[src/rtl/nsx_defines.vh]
// Opcode patterns, field positions and reset values for the execution unit
`ifndef NSX_DEFINES_VH
`define NSX_DEFINES_VH

`define NSX_INSTR_W 14
`define NSX_DATA_W 8
`define NSX_FADDR_W 7

// Opcode fields
`define NSX_SWAP_OPC_HI 13
`define NSX_SWAP_OPC_LO 8
`define NSX_SWAP_OPC 6'h0e
`define NSX_DEST_BIT 7
`define NSX_XORI_OPC_HI 13
`define NSX_XORI_OPC_LO 8
`define NSX_XORI_OPC 6'h3a
`define NSX_DIRL_OPC_HI 13
`define NSX_DIRL_OPC_LO 3
`define NSX_DIRL_OPC 11'h00c
`define NSX_DIRL_SEL_HI 2
`define NSX_DIRL_SEL_LO 0
`define NSX_DIRL_SEL_MIN 3'h5
`define NSX_DIRL_SEL_MAX 3'h7

// Destination select values
`define NSX_DEST_ACCUM 1'h0
`define NSX_DEST_FILE 1'h1

// File addresses of the three direction registers
`define NSX_DIR5_FADDR 7'h65
`define NSX_DIR6_FADDR 7'h66
`define NSX_DIR7_FADDR 7'h67

// Direction registers come out of reset with every pin an input
`define NSX_DIR_RESET 8'hff

`endif

[src/rtl/nsx_dir_reg.v]
// One port direction register with a file-bus write and an instruction write
module nsx_dir_reg
#(
	parameter WIDTH = 8,
	parameter [WIDTH-1:0] RESET_VAL = {WIDTH{1'b1}}
)
(
	input wire clock,
	input wire rst_b,
	input wire busWe,
	input wire [WIDTH-1:0] busData,
	input wire opWe,
	input wire [WIDTH-1:0] opData,
	output reg [WIDTH-1:0] value_r
);

	reg [WIDTH-1:0] value_nxt;

	// The executing instruction wins over a file-bus write in the same cycle
	always @*
	begin
		value_nxt = value_r;
		if (opWe)
			value_nxt = opData;
		else if (busWe)
			value_nxt = busData;
	end

	always @(posedge clock)
	begin
		if (!rst_b)
			value_r <= RESET_VAL;
		else
			value_r <= value_nxt;
	end

endmodule // nsx_dir_reg

[src/rtl/nsx_exec_unit.v]
// Execution of nibble swap, XOR with immediate and direction load
// Notes on behaviour
// - Swap places file bits 3..0 in result 7..4 and bits 7..4 in 3..0.
// - Swap result goes to accumulator when dest bit is 0, file when 1.
// - XOR-immediate combines accumulator with an 8-bit literal by bitwise XOR.
// - XOR-immediate always writes the accumulator; it has no destination bit.
// - Direction load copies accumulator to direction register 5, 6 or 7.
// - Direction load stays decoded and executed as a legacy opcode.
// - Direction registers are also read and written as plain file registers.
`include "nsx_defines.vh"

module nsx_exec_unit
#(
	parameter DATA_W = `NSX_DATA_W,
	parameter FADDR_W = `NSX_FADDR_W,
	parameter NUM_DIR = 3
)
(
	input wire clock,
	input wire rst_b,
	input wire instrValid,
	input wire [`NSX_INSTR_W-1:0] instrWord,
	input wire [DATA_W-1:0] accumIn,
	input wire [DATA_W-1:0] fileRdData,
	input wire dirBusWe,
	input wire [FADDR_W-1:0] dirBusAddr,
	input wire [DATA_W-1:0] dirBusWrData,
	output reg [DATA_W-1:0] dirBusRdData_r,
	output reg dirBusHit_r,
	output reg accumWrEn_r,
	output reg [DATA_W-1:0] accumWrData_r,
	output reg fileWrEn_r,
	output reg [FADDR_W-1:0] fileWrAddr_r,
	output reg [DATA_W-1:0] fileWrData_r,
	output reg zeroWrEn_r,
	output reg zeroVal_r,
	output reg illegalOp_r,
	output wire [NUM_DIR*DATA_W-1:0] dirRegs
);

	localparam [FADDR_W-1:0] DIR5_ADDR = `NSX_DIR5_FADDR;
	localparam [FADDR_W-1:0] DIR6_ADDR = `NSX_DIR6_FADDR;
	localparam [FADDR_W-1:0] DIR7_ADDR = `NSX_DIR7_FADDR;
	localparam [DATA_W-1:0] DIR_RESET = `NSX_DIR_RESET;

	wire isSwap;
	wire isXori;
	wire isDirLoad;
	wire destBit;
	wire [FADDR_W-1:0] fAddr;
	wire [2:0] dirSel;
	wire dirSelOk;
	wire [DATA_W-1:0] literal;
	wire [DATA_W-1:0] dirVal5;
	wire [DATA_W-1:0] dirVal6;
	wire [DATA_W-1:0] dirVal7;

	reg [DATA_W-1:0] swapSrc;
	reg swapHitsDir;
	reg [DATA_W-1:0] swapRes;
	reg [DATA_W-1:0] xorRes;
	reg [NUM_DIR-1:0] opWe;
	reg [DATA_W-1:0] opData;
	reg [NUM_DIR-1:0] busWe;
	reg [DATA_W-1:0] busRd;
	reg busHit;

	reg accumWrEn_nxt;
	reg [DATA_W-1:0] accumWrData_nxt;
	reg fileWrEn_nxt;
	reg [FADDR_W-1:0] fileWrAddr_nxt;
	reg [DATA_W-1:0] fileWrData_nxt;
	reg zeroWrEn_nxt;
	reg zeroVal_nxt;
	reg illegalOp_nxt;

	// Each opcode is matched on its full fixed field, so no word decodes twice
	assign isSwap = instrValid &&
		instrWord[`NSX_SWAP_OPC_HI:`NSX_SWAP_OPC_LO] == `NSX_SWAP_OPC;
	assign isXori = instrValid &&
		instrWord[`NSX_XORI_OPC_HI:`NSX_XORI_OPC_LO] == `NSX_XORI_OPC;
	assign isDirLoad = instrValid &&
		instrWord[`NSX_DIRL_OPC_HI:`NSX_DIRL_OPC_LO] == `NSX_DIRL_OPC;
	assign destBit = instrWord[`NSX_DEST_BIT];
	assign fAddr = instrWord[FADDR_W-1:0];
	assign literal = instrWord[DATA_W-1:0];
	assign dirSel = instrWord[`NSX_DIRL_SEL_HI:`NSX_DIRL_SEL_LO];
	assign dirSelOk = dirSel >= `NSX_DIRL_SEL_MIN &&
		dirSel <= `NSX_DIRL_SEL_MAX;

	// A swap on a direction register must read the live value held here
	always @*
	begin
		swapHitsDir = 1'b1;
		if (fAddr == DIR5_ADDR)
			swapSrc = dirVal5;
		else if (fAddr == DIR6_ADDR)
			swapSrc = dirVal6;
		else if (fAddr == DIR7_ADDR)
			swapSrc = dirVal7;
		else
		begin
			swapSrc = fileRdData;
			swapHitsDir = 1'b0;
		end
	end

	always @*
	begin
		swapRes = {swapSrc[3:0], swapSrc[7:4]};
		xorRes = accumIn ^ literal;
	end

	// Direction register write enables from the instruction side
	always @*
	begin
		opWe = {NUM_DIR{1'b0}};
		opData = accumIn;
		if (isDirLoad && dirSelOk)
		begin
			opData = accumIn;
			if (dirSel == 3'h5)
				opWe[0] = 1'b1;
			else if (dirSel == 3'h6)
				opWe[1] = 1'b1;
			else
				opWe[2] = 1'b1;
		end
		else if (isSwap && destBit == `NSX_DEST_FILE && swapHitsDir)
		begin
			opData = swapRes;
			if (fAddr == DIR5_ADDR)
				opWe[0] = 1'b1;
			else if (fAddr == DIR6_ADDR)
				opWe[1] = 1'b1;
			else
				opWe[2] = 1'b1;
		end
	end

	// Plain file-register access to the direction registers
	always @*
	begin
		busWe = {NUM_DIR{1'b0}};
		busRd = {DATA_W{1'b0}};
		busHit = 1'b1;
		if (dirBusAddr == DIR5_ADDR)
		begin
			busWe[0] = dirBusWe;
			busRd = dirVal5;
		end
		else if (dirBusAddr == DIR6_ADDR)
		begin
			busWe[1] = dirBusWe;
			busRd = dirVal6;
		end
		else if (dirBusAddr == DIR7_ADDR)
		begin
			busWe[2] = dirBusWe;
			busRd = dirVal7;
		end
		else
			busHit = 1'b0;
	end

	// Write-back for the cycle; unknown words leave every output idle
	always @*
	begin
		accumWrEn_nxt = 1'b0;
		accumWrData_nxt = accumWrData_r;
		fileWrEn_nxt = 1'b0;
		fileWrAddr_nxt = fileWrAddr_r;
		fileWrData_nxt = fileWrData_r;
		zeroWrEn_nxt = 1'b0;
		zeroVal_nxt = zeroVal_r;
		illegalOp_nxt = 1'b0;
		if (isSwap)
		begin
			if (destBit == `NSX_DEST_ACCUM)
			begin
				accumWrEn_nxt = 1'b1;
				accumWrData_nxt = swapRes;
			end
			else if (!swapHitsDir)
			begin
				fileWrEn_nxt = 1'b1;
				fileWrAddr_nxt = fAddr;
				fileWrData_nxt = swapRes;
			end
		end
		else if (isXori)
		begin
			accumWrEn_nxt = 1'b1;
			accumWrData_nxt = xorRes;
			zeroWrEn_nxt = 1'b1;
			zeroVal_nxt = xorRes == {DATA_W{1'b0}};
		end
		else if (isDirLoad && !dirSelOk)
			illegalOp_nxt = 1'b1;
	end

	// Every result is registered one edge after the instruction is taken
	always @(posedge clock)
	begin
		if (!rst_b)
		begin
			accumWrEn_r <= 1'b0;
			accumWrData_r <= {DATA_W{1'b0}};
			fileWrEn_r <= 1'b0;
			fileWrAddr_r <= {FADDR_W{1'b0}};
			fileWrData_r <= {DATA_W{1'b0}};
			zeroWrEn_r <= 1'b0;
			zeroVal_r <= 1'b0;
			illegalOp_r <= 1'b0;
			dirBusRdData_r <= {DATA_W{1'b0}};
			dirBusHit_r <= 1'b0;
		end
		else
		begin
			accumWrEn_r <= accumWrEn_nxt;
			accumWrData_r <= accumWrData_nxt;
			fileWrEn_r <= fileWrEn_nxt;
			fileWrAddr_r <= fileWrAddr_nxt;
			fileWrData_r <= fileWrData_nxt;
			zeroWrEn_r <= zeroWrEn_nxt;
			zeroVal_r <= zeroVal_nxt;
			illegalOp_r <= illegalOp_nxt;
			dirBusRdData_r <= busRd;
			dirBusHit_r <= busHit;
		end
	end

	nsx_dir_reg
	#(
		.WIDTH(DATA_W),
		.RESET_VAL(DIR_RESET)
	)
	uDir5
	(
		.clock(clock),
		.rst_b(rst_b),
		.busWe(busWe[0]),
		.busData(dirBusWrData),
		.opWe(opWe[0]),
		.opData(opData),
		.value_r(dirVal5)
	);

	nsx_dir_reg
	#(
		.WIDTH(DATA_W),
		.RESET_VAL(DIR_RESET)
	)
	uDir6
	(
		.clock(clock),
		.rst_b(rst_b),
		.busWe(busWe[1]),
		.busData(dirBusWrData),
		.opWe(opWe[1]),
		.opData(opData),
		.value_r(dirVal6)
	);

	nsx_dir_reg
	#(
		.WIDTH(DATA_W),
		.RESET_VAL(DIR_RESET)
	)
	uDir7
	(
		.clock(clock),
		.rst_b(rst_b),
		.busWe(busWe[2]),
		.busData(dirBusWrData),
		.opWe(opWe[2]),
		.opData(opData),
		.value_r(dirVal7)
	);

	assign dirRegs = {dirVal7, dirVal6, dirVal5};

endmodule // nsx_exec_unit

[config.mk]
export PLATFORM = sky130hd
export DESIGN_NAME = nsx_exec_unit
export DESIGN_NICKNAME = d
export VERILOG_FILES = /design/src/rtl/nsx_dir_reg.v /design/src/rtl/nsx_exec_unit.v
export VERILOG_INCLUDE_DIRS = /design/src /design/src/rtl
export SDC_FILE = /design/constraint.sdc
export NUM_CORES = 1
export LEC_CHECK = 0
export BUFFER_PORTS_ARGS = -buffer_cell sky130_fd_sc_hd__buf_2
export CORE_UTILIZATION = 55
export CTS_CLUSTER_DIAMETER = 120
export DETAILED_ROUTE_END_ITERATION = 8
export HOLD_SLACK_MARGIN = 0.12
export PLACE_DENSITY = 0.86
export RECOVER_POWER = 50
export SLEW_MARGIN = 0
export SYNTH_ARGS = -nofsm -noshare
export SYNTH_HDL_FRONTEND = slang
export SYNTH_SLANG_ARGS = --single-unit
export TNS_END_PERCENT = 5
[constraint.sdc]
create_clock -name clock -period 5.7 [get_ports clock]
set_clock_uncertainty 0.1 [all_clocks]
set_input_delay 0.57 -clock clock [delete_from_list [all_inputs] [get_ports clock]]
set_output_delay 0.57 -clock clock [all_outputs]
set_load 0.02 [all_outputs]
# --- Word-level counts from Yosys, hierarchy flattened ---
# Index checks and enable logic that the tools add are counted.
# Widths: inputs -> output; s select.
totals:
  inputBits: 49
  mem_bits_ro: 0
  latch_bits: 0
  out_inout_bits: 61
  n_memories: 0
  register_bits: 61
  mem_bits_rw: 0
  elab_cells: 94
classes:
  n_bitwise: 4
  n_div: 0
  multipliers: 0
  n_reduce_logical: 20
  eq_ne: 12
  n_addsub: 0
  magnitude_cmp: 2
  n_mux: 43
  n_shift: 0
op_table:
  columns: ["operator", "count"]
  rows:
  - ["$mux 8", 17]
  - ["$eq 7x7->1 const B", 6]
  - ["$mux 1", 21]
  - ["$eq 11x4->1 const B", 1]
  - ["$logic_and 1x1->1", 8]
  - ["$logic_not 8->1", 1]
  - ["$reduce_bool 2->1", 4]
  - ["$xor 8x8->8", 1]
  - ["$eq 3x3->1 const B", 2]
  - ["$eq 6x4->1 const B", 1]
  - ["$eq 6x6->1 const B", 1]
  - ["$mux 2", 3]
  - ["$mux 3", 2]
  - ["$reduce_and 3->1", 2]
  - ["$reduce_and 2->1", 2]
  - ["$ge 3x3->1 const B", 1]
  - ["$le 3x3->1 const B", 1]
  - ["$not 1->1", 3]
  - ["$reduce_or 3->1", 1]
  - ["$ne 2x2->1 const B", 1]
  - ["$reduce_or 2->1", 1]
  - ["$logic_not 1->1", 1]

# --- Longest topological paths before layout ---
logic_depth:
  depth_word: 8
  ltp_mapped: 7

# --- By module ---
# A second synthesis with hierarchy kept.
unflattened:
  cells_unflattened: 389
  area_unflattened_um2: 3599.7
by_module_without_submodules:
  columns: ["mod", "cells_per_inst", "n_inst", "area_each_um2", "seq_area_each_um2"]
  rows:
  - ["nsx_exec_unit", 284, 1, 2413.6, 740.7]
  - ["nsx_dir_reg", 35, 3, 395.4, 160.2]

# --- Worst setup path after synthesis ---
# OpenSTA, ideal clock, no wires.
synth_path:
  path_kind: "input to register"
  from: "input instrWord[10]"
  to: "register uDir5.value_r[6]"
  slack_ps: 3499
  required_ps: 5470
  arrival_time_ps: 1971
  cell_stages: 6
  cell_sequence: "or4b_4 or2_4 a211oi_2 buf_6 and3_2 o21ai_1"
synth_between:
  elab_chain_len: 7
  word_cells_on_any_way: 13
  classes_between: "eq/ne (2); mux (5); reduce/logical (6)"
synth_lines:
  columns: ["element", "line", "rtl"]
  rows:
  - ["start, declared", "nsx_exec_unit.v:22", "input wire [`NSX_INSTR_W-1:0] instrWord,"]
  - ["$eq 6x4->1 (no line)", null, null]
  - ["$logic_and 1x1->1 (no line) (2 in series)", null, null]
  - ["$logic_and 1x1->1", "nsx_exec_unit.v:129", "else if (isSwap && destBit == `NSX_DEST_FILE && swapHitsDir)"]
  - ["$mux 8 or $mux 3 (tied branches)", "nsx_exec_unit.v:129", null]
  - ["$mux 8 or $mux 3 (tied branches)", "nsx_exec_unit.v:119", "if (isDirLoad && dirSelOk)"]
  - ["$mux 8 or $reduce_bool 2->1 (tied branches)", null, null]
  - ["end signal, assigned", "nsx_dir_reg.v:34", "value_r <= value_nxt;"]
  - ["end, declared", "nsx_dir_reg.v:14", "output reg [WIDTH-1:0] value_r"]
# Parallel ways exist; a longest one is shown, timed or not.
# A chain may end at the register's enable or synchronous reset.

==> impl_metrics.json <==
{
  "status": "finished, violations left",
  "violations": "capacitance limit, slew limit",
  "path_class": "input port to flop",
  "clock_path_buffers": 2,
  "worstRegToRegCells": 5,
  "clock_sinks": 61,
  "netlist.area_leader.share_pct": 36.2,
  "worst_pin_slew_ns": 1.50,
  "synth_area_leaders": "dfxtp_1 (36%), mux2_2 (9.3%), nand2_1 (5.8%)",
  "tns_ns": 0,
  "viasPerCell": 6.36,
  "synthToLayoutAreaGrowth_pct": 19.1,
  "synthArstFlopShare_pct": 0,
  "clock.fmax_mhz": 309,
  "r2r-start": "uDir6.value_r[0]$_SDFFE_PN1P_",
  "grt_pass1_wl_mm": 16.2,
  "die_area_sq_mm": 0.00645,
  "hold_ws_ns": 0.357,
  "worstPathArrival_ns": 3.38,
  "tritoncts": "built",
  "synth_fp_nets": 439,
  "min_path_type": "flop to flop",
  "initial_utilization_pct": 57.0,
  "maxSlewHeadroom_pct": -0.150,
  "cts_setup_buffers": 0,
  "routed_wl_mm": 10.4,
  "crit_required_ns": 5.84,
  "drc": 0,
  "die_h_um": 80.3,
  "rrSetupSlack_ns": 3.78,
  "die_x_um": 80.3,
  "hold_buffers": 0,
  "grt_max_degree": 37,
  "fillCellCount": 538,
  "nNetsFinal": 534,
  "slew_violations": 36,
  "crit_start": "rst_b",
  "critPathMaxStageDelay_ns": 1.06,
  "grt_pass1_vias": 3196,
  "synth_cells": 390,
  "numPortBuffers": 109,
  "cp_cell_sequence": "clkbuf_1, inv_1, nor2_1, nand2_1, o221a_2",
  "final-hold-violation-count": 0,
  "vias": 3596,
  "cts-buffers-inserted": 9,
  "hold_end": "fileWrData_r[7]$_SDFFE_PN0P_",
  "hold_depth": 2,
  "start_kind": "input port",
  "overflow": 0,
  "vdd_drop_max_v": 0.000172,
  "place_ws_ns": 2.84,
  "dr.pass1.iters": 5,
  "core_sq_mm": 0.00592,
  "rows": 28,
  "post_cts_resized": 0,
  "hpwl_mm": 7.47,
  "yosysSeqAreaShare_pct": 36.2,
  "yosysWarnings": 0,
  "insertion_delay_ns": 0.35,
  "min_period_ns": 3.24,
  "synth_top_area_cell": "dfxtp_1",
  "drtIter0Drc": 322,
  "ant_nets": 0,
  "power_density_mw_per_mm2": 225,
  "grtUsageTotal_pct": 33.4,
  "crit_fanout": 36,
  "post-route-period-util_pct": 56.8,
  "fin_util_pct": 67.9,
  "crit_path_end_kind": "flop",
  "finalPower_w": 0.000903,
  "wl_per_cell_um": 18.3,
  "gp_congestion": 0.846,
  "yosys_register_bits": 61,
  "synth_area_sq_mm": 0.00337,
  "syn_avg_cell_area_sq_um": 8.65,
  "synth_edf_count": 0,
  "drive_gt1_share_pct": 24.7,
  "maxCapViolations": 1,
  "leakagePower_nw": 1.57,
  "synthFlopType": "dfxtp_1",
  "antenna_found_initial": 0,
  "h-tree-depth": 3,
  "regToRegEndpoint": "uDir6.value_r[4]$_SDFFE_PN1P_",
  "synth.distinct_cells": 60,
  "rsz0062_at_grt": "false",
  "path_buf_inv": 2,
  "path_clk_slew_ns": 0.07,
  "io_pins": 110,
  "root_buffer": "clkbuf_8",
  "antennaDiodeCount": 0,
  "slowest_stage": "clkbuf_1",
  "setup_slack_ns": 2.46,
  "cp_top_family": "buffers and inverters",
  "setup_violations": 0,
  "hp-start": "fileWrData_r[7]$_SDFFE_PN0P_"
}
per-stage QoR:
stage / cells / cell area [sq um]
floorplan: 390 / 3370
global placement: 549 / 3890
detailed placement: 549 / 3890
CTS: 565 / 4090
global route: 565 / 4020
finish: 565 / 4020
kinds of logic after synthesis:
logic type | Yosys count | share of synthesized area (%)
buffers and inverters | 27 | 3.71
DFF | 61 | 36.2
xor gates and xnor gates | 8 | 2.08
AOI/OAI and AO/OA | 108 | 22.5
and+or+nand+nor | 147 | 22.9
muxes | 39 | 12.6
worst reg2reg max path: stages, from the launching register on:
cell	delay, ns
dfxtp_1	0.35
or3b_2	0.46
o211a_1	0.14
o22a_1	0.24
a211oi_1	0.32
o21ai_1	0.11
synthesized netlist by cell type, drive strengths merged (2+ instances only):
library cell	number
dfxtp	61
nand2	52
nor2	34
mux2	28
o21ai	25
a21oi	24
clkbuf	15
a22oi	11
mux2i	11
a211oi	10
and3	10
buf	10
nand3	10
and2	7
xor2	6
a31oi	5
a221o	4
a41o	4
nor3b	4
o221a	4
a21boi	3
and4bb	3
nand4	3
nor2b	3
nor4	3
or3b	3
a211o	2
and4	2
inv	2
nor3	2
o2111ai	2
o211ai	2
o21a	2
o221ai	2
o22a	2
o2bb2ai	2
or3	2
or4	2
xnor2	2
worst max-delay path by stage:
| stage | to | slack [ns] | cells past startpoint |
|---|---|---|---|
| floorplan | uDir5.value_r[6]$_SDFFE_PN1P_ | 3.50 | 6 |
| global placement | uDir6.value_r[3]$_SDFFE_PN1P_ | 2.86 | 6 |
| CTS | uDir6.value_r[3]$_SDFFE_PN1P_ | 3.18 | 6 |
| detailed placement | uDir6.value_r[3]$_SDFFE_PN1P_ | 2.84 | 6 |
| finish | uDir7.value_r[5]$_SDFFE_PN1P_ | 2.46 | 5 |
| global route | uDir7.value_r[5]$_SDFFE_PN1P_ | 2.32 | 5 |
cell usage in the layout (no fill, tap or decap), drive strengths merged, types with 3 or more instances in the layout:
master,count
nand3,10
a22oi,11
dfxtp,61
xor2,6
and3,10
mux2i,11
nor2b,3
nor3b,4
o221a,4
a21boi,3
a211oi,10
and2,7
clkbuf,65
a41o,4
a21oi,24
or3b,3
and4bb,3
buf,55
a31oi,5
mux2,28
nor2,34
nor4,3
clkinv,4
a221o,4
o21ai,25
nand4,3
nand2,52
layer usage:
layer	share of wire, %	track usage [%]	up-vias
met5	0	0	-
met4	2.1	13.2	0
met3	9.9	7.39	25
met2	45	53.7	243
met1	43	43.4	1693
li1	-	-	1635
final cells by class:
cell class	count	area, sq um	share of cell area (%)
Clock buffer	11	141	3.52
Clock inverter	5	50.0	1.25
Inverter	2	7.51	0.187
Multi-Input combinational cell	302	2030	50.4
Sequential cell	61	1220	30.4
Tap cell	75	93.8	2.33
Timing Repair Buffer	109	478	11.9
report_power, final:
part           leakage (nW)  switching (W)  internal, W
Clock                 0.103       0.000171     0.000211
Combinational         0.975      0.0000585    0.0000336
Sequential            0.492     0.00000109     0.000428
Total                  1.57       0.000231     0.000672
registers in the layout, indices dropped and copies added, names as in the netlist, 7 cells and up:
signal,cells
uDir5.value_r,8
accumWrData_r,8
uDir7.value_r,8
uDir6.value_r,8
fileWrAddr_r,7
dirBusRdData_r,8
fileWrData_r,8
No activity file was read; power rests on OpenSTA's default activity.
